<file path="src/common/fsd_pkg.sv">
package fsd_pkg;

  // Register bus widths
  localparam int FSD_AW = 4;
  localparam int FSD_DW = 8;

  // Register offsets
  localparam logic [3:0] ADDR_CTRL = 4'h0;
  localparam logic [3:0] ADDR_DELAY = 4'h1;
  localparam logic [3:0] ADDR_REF_DIVIDER = 4'h2;
  localparam logic [3:0] ADDR_SHAPE0 = 4'h3;
  localparam logic [3:0] ADDR_SEP = 4'ha;
  localparam logic [3:0] ADDR_OSC = 4'hb;
  localparam logic [3:0] ADDR_STATUS = 4'hc;

  // Field positions
  localparam int CTRL_SHAPING_ENABLE_BIT = 0;
  localparam int CTRL_DITHER_LSB = 1;
  localparam int OSC_BYPASS_BIT = 0;
  localparam int OSC_RANGE_LSB = 1;
  localparam int STAT_IDX_LSB = 0;
  localparam int STAT_LEVEL_BIT = 6;
  localparam int STAT_BUSY_BIT = 7;

  // Staircase geometry
  localparam int SHAPING_ENABLE_REGS = 7;
  localparam logic [3:0] MID_STEP = 4'h7;
  localparam logic [3:0] LAST_STEP = 4'hf;

  // Reset values
  localparam logic [7:0] CTRL_RST = 8'h00;
  localparam logic [7:0] DELAY_RST = 8'h0f;
  localparam logic [7:0] REF_DIVIDER_RST = 8'h01;
  localparam logic [7:0] SEP_RST = 8'h3f;
  localparam logic [7:0] OSC_RST = 8'h00;
  // Raised-cosine half staircase at a separation of 63, centre outward
  localparam logic [7:0] SHAPING_ENABLE_RST [SHAPING_ENABLE_REGS] = '{8'h0c, 8'h18, 8'h23, 8'h2d, 8'h34, 8'h3a, 8'h3e};

  typedef enum {FSD_HOLD, FSD_STAIR} fsd_state_t;

endpackage : fsd_pkg

</file>
<file path="src/common/fsd_ref_if.sv">
`timescale 1ns/1ps
interface fsd_ref_if;
  logic [7:0] divisor;
  logic refTick;
  modport divider (input divisor, output refTick);
  modport user (output divisor, input refTick);
endinterface : fsd_ref_if

</file>
<file path="src/rtl/fsd_shaping_top.sv">
// Summary of operation
// Shaping steps through 16 intermediate frequencies
// Seven values, other half mirrored anti-symmetrically
// Shaping only while enable bit set
// Software keeps separation at most 63
// Step length set by step delay register
// Software picks delay as fref/(16*baud)-1
// Reference tick is clock over reference divider
// Reset shaping_enable values give raised cosine
// Two-bit dither field drives synthesizer dithering
// Software sets bypass for external clock
// Software sets range field to reference band
// Data edge restarts staircase, advance, hold
// Mirror negated reversed, direction follows edge
//
// Our own choices: the register addresses and the plain strobed port.
`timescale 1ns/1ps
module fsd_shaping_top
  import fsd_pkg::*;
(
  // Clock and reset
  input wire logic clk,
  input wire logic rstn,
  // Register port
  input wire logic [FSD_AW-1:0] regAddr,
  input wire logic [FSD_DW-1:0] regWdata,
  input wire logic regWr,
  input wire logic regRd,
  output logic [FSD_DW-1:0] regRdata,
  // Transmit data pin
  input wire logic txDataPin,
  // Synthesizer control
  output logic signed [7:0] synthOffset,
  output logic [1:0] ditherSel,
  output logic stepBusy,
  // Oscillator configuration
  output logic oscBypass,
  output logic [1:0] oscRange
);

  logic [7:0] ctrl_reg;
  logic [7:0] delay_reg;
  logic [7:0] reference_divider_reg;
  logic [7:0] sep_reg;
  logic [7:0] osc_reg;
  logic [7:0] shaping_enable_reg [SHAPING_ENABLE_REGS];
  logic txMeta_reg;
  logic txSync2_reg;
  logic txSync3_reg;
  logic txLevel_reg;
  logic dataChange;
  logic shapingEnable;
  fsd_state_t state_reg;
  logic [3:0] stepIdx_reg;
  logic [7:0] stepCnt_reg;
  logic stepTick;
  logic signed [7:0] stair_next;
  logic [7:0] rdata_next;
  fsd_ref_if refBus ();

  function automatic logic shapeHit(input logic [3:0] addr, input int k);
    shapeHit = (addr == ADDR_SHAPE0 + 4'(k));
  endfunction : shapeHit

  assign shapingEnable = ctrl_reg[CTRL_SHAPING_ENABLE_BIT];
  assign refBus.divisor = reference_divider_reg;

  fsd_ref_divider i_fsd_ref_divider (
    .clk (clk),
    .rstn (rstn),
    .refPort (refBus.divider)
  );

  // Configuration registers
  always_ff @(posedge clk or negedge rstn) begin
    if (!rstn) begin
      ctrl_reg <= CTRL_RST;
      delay_reg <= DELAY_RST;
      reference_divider_reg <= REF_DIVIDER_RST;
      sep_reg <= SEP_RST;
      osc_reg <= OSC_RST;
    end else if (regWr) begin
      case (regAddr)
        ADDR_CTRL: ctrl_reg <= {5'h00, regWdata[2:0]};
        ADDR_DELAY: delay_reg <= regWdata;
        ADDR_REF_DIVIDER: reference_divider_reg <= regWdata;
        ADDR_SEP: sep_reg <= regWdata;
        ADDR_OSC: osc_reg <= {5'h00, regWdata[2:0]};
        default: ;
      endcase
    end
  end

  generate
    for (genvar k = 0; k < SHAPING_ENABLE_REGS; k++) begin : g_shaping_enable
      always_ff @(posedge clk or negedge rstn) begin
        if (!rstn) begin
          shaping_enable_reg[k] <= SHAPING_ENABLE_RST[k];
        end else if (regWr && shapeHit(regAddr, k)) begin
          shaping_enable_reg[k] <= regWdata;
        end
      end
    end
  endgenerate

  // Read data stands only in the cycle after the strobe
  always_comb begin
    rdata_next = 8'h00;
    case (regAddr)
      ADDR_CTRL: rdata_next = ctrl_reg;
      ADDR_DELAY: rdata_next = delay_reg;
      ADDR_REF_DIVIDER: rdata_next = reference_divider_reg;
      ADDR_SEP: rdata_next = sep_reg;
      ADDR_OSC: rdata_next = osc_reg;
      ADDR_STATUS: begin
        rdata_next[STAT_IDX_LSB +: 4] = stepIdx_reg;
        rdata_next[STAT_LEVEL_BIT] = txLevel_reg;
        rdata_next[STAT_BUSY_BIT] = stepBusy;
      end
      default: begin
        for (int k = 0; k < SHAPING_ENABLE_REGS; k++) begin
          if (shapeHit(regAddr, k)) begin
            rdata_next = shaping_enable_reg[k];
          end
        end
      end
    endcase
  end

  always_ff @(posedge clk or negedge rstn) begin
    if (!rstn) begin
      regRdata <= 8'h00;
    end else if (regRd) begin
      regRdata <= rdata_next;
    end else begin
      regRdata <= 8'h00;
    end
  end

  // Pin synchroniser; a change counts once stages two and three agree
  always_ff @(posedge clk or negedge rstn) begin
    if (!rstn) begin
      txMeta_reg <= 1'b0;
      txSync2_reg <= 1'b0;
      txSync3_reg <= 1'b0;
    end else begin
      txMeta_reg <= txDataPin;
      txSync2_reg <= txMeta_reg;
      txSync3_reg <= txSync2_reg;
    end
  end

  assign dataChange = (txSync2_reg == txSync3_reg) && (txSync3_reg != txLevel_reg);

  always_ff @(posedge clk or negedge rstn) begin
    if (!rstn) begin
      txLevel_reg <= 1'b0;
    end else if (dataChange) begin
      txLevel_reg <= txSync3_reg;
    end
  end

  // Step pacing in reference ticks
  assign stepTick = refBus.refTick && (stepCnt_reg == delay_reg);

  always_ff @(posedge clk or negedge rstn) begin
    if (!rstn) begin
      stepCnt_reg <= 8'h00;
    end else if (dataChange || state_reg != FSD_STAIR || stepTick) begin
      stepCnt_reg <= 8'h00;
    end else if (refBus.refTick) begin
      stepCnt_reg <= stepCnt_reg + 8'h01;
    end
  end

  // Staircase sequencer
  always_ff @(posedge clk or negedge rstn) begin
    if (!rstn) begin
      state_reg <= FSD_HOLD;
      stepIdx_reg <= LAST_STEP;
    end else begin
      case (state_reg)
        FSD_HOLD: begin
          if (dataChange && shapingEnable) begin
            state_reg <= FSD_STAIR;
            stepIdx_reg <= 4'h0;
          end else begin
            stepIdx_reg <= LAST_STEP;
          end
        end
        FSD_STAIR: begin
          if (!shapingEnable) begin
            // Disabling mid-staircase jumps straight to the end
            state_reg <= FSD_HOLD;
            stepIdx_reg <= LAST_STEP;
          end else if (dataChange) begin
            stepIdx_reg <= 4'h0;
          end else if (stepTick) begin
            stepIdx_reg <= stepIdx_reg + 4'h1;
            if (stepIdx_reg == LAST_STEP - 4'h1) begin
              state_reg <= FSD_HOLD;
            end
          end
        end
        default: begin
          state_reg <= FSD_HOLD;
          stepIdx_reg <= LAST_STEP;
        end
      endcase
    end
  end

  // Rising staircase from -sep to +sep; a falling edge negates it
  always_comb begin
    stair_next = 8'sh00;
    if (stepIdx_reg < MID_STEP) begin
      stair_next = -$signed(shaping_enable_reg[3'(MID_STEP - 4'h1 - stepIdx_reg)]);
    end else if (stepIdx_reg == LAST_STEP) begin
      stair_next = $signed({1'b0, sep_reg[6:0]});
    end else if (stepIdx_reg > MID_STEP) begin
      stair_next = $signed(shaping_enable_reg[3'(stepIdx_reg - MID_STEP - 4'h1)]);
    end
    if (!txLevel_reg) begin
      stair_next = -stair_next;
    end
  end

  always_ff @(posedge clk or negedge rstn) begin
    if (!rstn) begin
      synthOffset <= 8'sh00;
    end else begin
      synthOffset <= stair_next;
    end
  end

  always_ff @(posedge clk or negedge rstn) begin
    if (!rstn) begin
      ditherSel <= 2'h0;
      oscBypass <= 1'b0;
      oscRange <= 2'h0;
      stepBusy <= 1'b0;
    end else begin
      ditherSel <= ctrl_reg[CTRL_DITHER_LSB +: 2];
      oscBypass <= osc_reg[OSC_BYPASS_BIT];
      oscRange <= osc_reg[OSC_RANGE_LSB +: 2];
      stepBusy <= (state_reg == FSD_STAIR);
    end
  end

  restart_idx_a: assert property (@(posedge clk) disable iff (!rstn)
    (dataChange && shapingEnable) |=> (stepIdx_reg == 4'h0 && state_reg == FSD_STAIR))
    else $error("staircase did not restart");

  step_advance_a: assert property (@(posedge clk) disable iff (!rstn)
    (state_reg == FSD_STAIR && shapingEnable && !dataChange && stepTick)
      |=> stepIdx_reg == $past(stepIdx_reg) + 4'h1)
    else $error("step index did not advance");

  step_hold_a: assert property (@(posedge clk) disable iff (!rstn)
    (state_reg == FSD_STAIR && shapingEnable && !dataChange && !refBus.refTick) |=> $stable(stepIdx_reg))
    else $error("step moved without reference tick");

  // A data edge one cycle later may legally restart the staircase
  final_hold_a: assert property (@(posedge clk) disable iff (!rstn)
    (state_reg == FSD_HOLD && !dataChange)
      |=> (stepIdx_reg == LAST_STEP) ##1 (stepIdx_reg == LAST_STEP || $past(dataChange)))
    else $error("final step not held");

  no_shaping_a: assert property (@(posedge clk) disable iff (!rstn)
    (!shapingEnable && $stable(ctrl_reg) && $stable(sep_reg))
      |=> ##1 (synthOffset == ($past(txLevel_reg) ? $signed({1'b0, $past(sep_reg[6:0])})
        : -$signed({1'b0, $past(sep_reg[6:0])}))))
    else $error("unshaped offset not at full deviation");

  mid_zero_a: assert property (@(posedge clk) disable iff (!rstn)
    (stepIdx_reg == MID_STEP) |=> synthOffset == 8'sh00)
    else $error("centre step not zero");

  mirror_a: assert property (@(posedge clk) disable iff (!rstn)
    (stepIdx_reg == 4'h0 && txLevel_reg) |=> synthOffset == -$signed($past(shaping_enable_reg[SHAPING_ENABLE_REGS-1])))
    else $error("mirrored first step wrong");

  dither_out_a: assert property (@(posedge clk) disable iff (!rstn)
    (regWr && regAddr == ADDR_CTRL) |=> ##1 ditherSel == $past(regWdata[CTRL_DITHER_LSB +: 2], 2))
    else $error("dither field not applied");

  shaping_enable_reset_a: assert property (@(posedge clk)
    $rose(rstn) |-> (shaping_enable_reg[0] == SHAPING_ENABLE_RST[0] && shaping_enable_reg[SHAPING_ENABLE_REGS-1] == SHAPING_ENABLE_RST[SHAPING_ENABLE_REGS-1]))
    else $error("shaping_enable reset values wrong");

endmodule : fsd_shaping_top

</file>
<file path="src/rtl/fsd_ref_divider.sv">
`timescale 1ns/1ps
module fsd_ref_divider
  import fsd_pkg::*;
(
  // Clock and reset
  input wire logic clk,
  input wire logic rstn,
  // Divisor in, tick out
  fsd_ref_if.divider refPort
);

  logic [7:0] divCnt_reg;
  logic wrap;

  // A divisor of zero behaves as one
  assign wrap = (divCnt_reg + 8'h01 >= refPort.divisor) || (refPort.divisor == 8'h00);

  always_ff @(posedge clk or negedge rstn) begin
    if (!rstn) begin
      divCnt_reg <= 8'h00;
    end else if (wrap) begin
      divCnt_reg <= 8'h00;
    end else begin
      divCnt_reg <= divCnt_reg + 8'h01;
    end
  end

  assign refPort.refTick = wrap;

  ref_spacing_a: assert property (@(posedge clk) disable iff (!rstn)
    (refPort.refTick && refPort.divisor == 8'h02 && $stable(refPort.divisor))
      |=> !refPort.refTick ##1 refPort.refTick)
    else $error("reference tick spacing wrong");

endmodule : fsd_ref_divider

</file>
<file path="config.mk">
export PLATFORM = sky130hd
export DESIGN_NAME = fsd_shaping_top
export DESIGN_NICKNAME = d
export VERILOG_FILES = /design/src/common/fsd_pkg.sv /design/src/common/fsd_ref_if.sv /design/src/rtl/fsd_shaping_top.sv /design/src/rtl/fsd_ref_divider.sv
export SDC_FILE = /design/constraint.sdc
export NUM_CORES = 1
export LEC_CHECK = 0
export ABC_AREA = 1
export BUFFER_PORTS_ARGS = -buffer_cell sky130_fd_sc_hd__clkbuf_2
export CORE_ASPECT_RATIO = 1.2
export CORE_MARGIN = 1.5
export CORE_UTILIZATION = 45
export CTS_CLUSTER_DIAMETER = 30
export DETAILED_ROUTE_END_ITERATION = 10
export PLACE_DENSITY = 0.74
export SETUP_SLACK_MARGIN = 0.15
export SLEW_MARGIN = 20
export SYNTH_ARGS = -nofsm -noshare
export SYNTH_HDL_FRONTEND = slang
export SYNTH_SLANG_ARGS = --single-unit
</file>
<file path="constraint.sdc">
create_clock -name clk -period 2.8 [get_ports clk]
set_input_delay 0.14 -clock clk [delete_from_list [all_inputs] [get_ports clk]]
set_output_delay 0.14 -clock clk [all_outputs]
set_load 0.1 [all_outputs]
</file>
==> metrics.txt <==
status finished, final reports clean; met3 wire length 1.361 mm; most used flip-flop cell after synthesis dfrtp_1; Least-Margin Pin Slew 0.7470 ns; Hold Crit Endpoint regRdata[4]; met2 routed WL 11.16 mm; clk_lat worst skew 0.43 ns; yosys warns 0; critical hold path startpoint regRd; Crit path required time 3.12 ns; DR iter-0 viols 715; Final Hold Vio Count 0; largest net degree at the start of global routing 61; Setup crit end kind flip-flop; RSZ-0062 raised after global routing yes; layout cell share with drive strength beyond 1 22.37%; Cells after Synth 975; dpl cells 1213; NumNets Final 1082; critical path launch point type flip-flop; CTS tree built; max reg flops 56; antenna-violating nets left 0; Reg2Reg Depth 16; Hold WS 0.07409 ns; Max-Cap Viols 0; Simple-Gate Fraction of Synth Area 29.25%; row count 51; vias in the first global route 6744; Final Max Slew Viols 0; top post-synthesis cells by area dfrtp_1, nand2_1, dfstp_2; leading area contributor after synthesis dfrtp_1; PwrDens 1047 nW/µm²; Vias per Instance 5.563; Final Non-Filler Cells 1276; routability congestion estimate 1.009; die width 120.0 µm; CTS buffer count 17; initial core utilization 45.81%; Min-Delay Path Class in -> reg; Adder-Cell Fraction of Synth Area 2.368%; initial antenna violation count 0; Antenna Diode Count 0; vias 7098; Root Buffer clkbuf_16; post-DP HPWL 15.77 mm; Die Height 143.4 µm; number of synthesized register bits 133; post-synthesis mux area share 0%; total grt overflow 0; CP Max Fanout 7; Pre-Repair DR Iteration Count 7; WHS Path Cells 3; Leakage 4.385 nW; Met1 Routed Length 8.970 mm; Syn Nets 1006; Async S/R FF share, synth 100.0%; worst r2r src i_fsd_ref_divider.divCnt_reg[0]; final setup violation count 0; Bufs on Longest Clock Path 2; Post-synth EDFFs 0; global-route wire length before repair 35.25 mm; Avg Inst Size Synth 7.585 µm²; crit path time final 2.739 ns; relative slew slack 49.82%; drt total wl 22.66 mm; area of the mapped netlist 7396 µm²; H-tree depth 4; DR DRC count 0; GRT Total Usage 26.85%; IO buf count 38; area fraction in compound gates after synthesis 13.70%; DIE AREA 17220 µm²; crit share post-route 97.81%; Setup Skew 0.005983 ns; CTS Sinks 133; critical path class reg -> reg; fmax 365.1 MHz; xor/xnor share of the synthesized area 2.132%; Yosys top cell area share 32.14%; Reg2Reg Setup Slack 0.06 ns; R2R Path End stepCnt_reg[5]; Max VDD drop 0.0004867 V; Core ar. 16140 µm²; routed length per instance 17.76 µm; final core utilization 56.26%; Clock Pin Slew Worst Setup and Hold Paths 0.06 ns; main combinational cell family by area after synthesis simple AND/OR/NAND/NOR gates; Seq/Total Area, Yosys 45.64%; highest metal used met4; io pins 39; Area growth syn-to-layout 22.80%; count of cell types in the netlist 40; CP arrival 3.06 ns
==> layer usage <==
layer	global-route usage, %	up-vias
met3	5.516	82
met5	0	-
met4	16.35	0
met1	31.44	3355
met2	45.32	289
li1	-	3372
==> where the power goes <==
part | internal (mW) | switching (mW) | leakage (nW) | total [mW]
Sequential | 2.41 | 0.357 | 1.62 | 2.77
Clock | 1.46 | 0.912 | 0.296 | 2.38
Combinational | 1.48 | 2.89 | 2.47 | 4.36
Total | 5.36 | 4.16 | 4.39 | 9.51
==> cells by family after synthesis <==
logic type / after synthesis
simple gates: 504
buf+inv: 125
fa+ha+maj: 14
xor+xnor: 18
compound gates: 181
flops: 133
==> critical path, cell delays in order (launching register included) <==
cell and delay (ns):
dfrtp_1 0.39, nand3_2 0.09, nand3b_1 0.19, nand3b_1 0.21, xor2_1 0.20, inv_1 0.10
ha_4 0.29, nand2_4 0.06, nor2_4 0.11, nand4_1 0.15, o311ai_4 0.17, nand4_4 0.18
nand2_4 0.13, buf_6 0.13, nor2_1 0.05, o21ai_1 0.09, nand2_1 0.08
==> synth_stat cells (all sizes together) (9+ instances only) <==
| cell | n |
|---|---|
| nand2 | 312 |
| a21oi | 38 |
| ha | 14 |
| buf | 15 |
| nor3 | 9 |
| nand4 | 14 |
| dfstp | 38 |
| xor2 | 15 |
| inv | 91 |
| dfrtp | 95 |
| nor2 | 60 |
| o21ai | 112 |
| nand3 | 99 |
| clkbuf | 16 |
| a221oi | 10 |
==> worst max path at each step <==
stage,end,slack [ns],startpoint,cells past startpoint
after CTS,stepCnt_reg[7],0.13,i_fsd_ref_divider.divCnt_reg[0],19
after detailed placement,stepCnt_reg[1],-0.06,i_fsd_ref_divider.divCnt_reg[0],18
final,stepCnt_reg[5],0.06,i_fsd_ref_divider.divCnt_reg[0],16
after global placement,stepCnt_reg[6],0.13,i_fsd_ref_divider.divCnt_reg[0],14
after global routing,stepCnt_reg[5],-0.11,i_fsd_ref_divider.divCnt_reg[0],16
after floorplan,synthOffset[5],0.15,stepIdx_reg[0],20
==> stage by stage <==
stage | setup TNS (ns) | power (mW) | area, µm² | setup slack [ns]
finish | 0 | 9.511 | 9082 | 0.06138
CTS | 0 | 8.963 | 8731 | 0.1283
global placement | 0 | 6.374 | 7923 | 0.1319
detailed placement | -0.2041 | 6.435 | 7923 | -0.06081
global route | -0.5057 | 10.04 | 9082 | -0.1130
floorplan | 0 | 5.558 | 7492 | 0.1478
==> what timing repair did <==
action	CTS	global route
setup endpoints to repair	13	20
hold buffers	2	0
setup buffers	12	17
pin swaps	14	33
endpoints found under the hold margin	41	0
gates resized for setup	24	51
==> layout make-up <==
class                           instances  area, µm²
Fill cell                            1451       7062
Clock inverter                         12      167.7
Tap cell                              212      265.3
Multi-Input combinational cell        717       3825
Sequential cell                       133       3376
Inverter                               94      367.9
Clock buffer                           20      456.7
Timing Repair Buffer                   88      624.3
==> cells in the final DEF (no fill, tap or decap), drive strengths merged, types with 3 or more instances in the layout <==
cell type  count
clkinvlp       3
nand3         99
a21oi         38
dfrtp         95
bufinv         3
nor3           9
o21ai        112
buf           49
o22ai          4
a221oi        10
o211ai         8
xnor2          3
xor2          15
clkbuf        57
nand3b         4
dfstp         38
inv           95
ha            14
nor2          60
nand4         14
nand2        312
o21bai         3
clkinv         5
No activity file was read; power rests on OpenSTA's default activity.
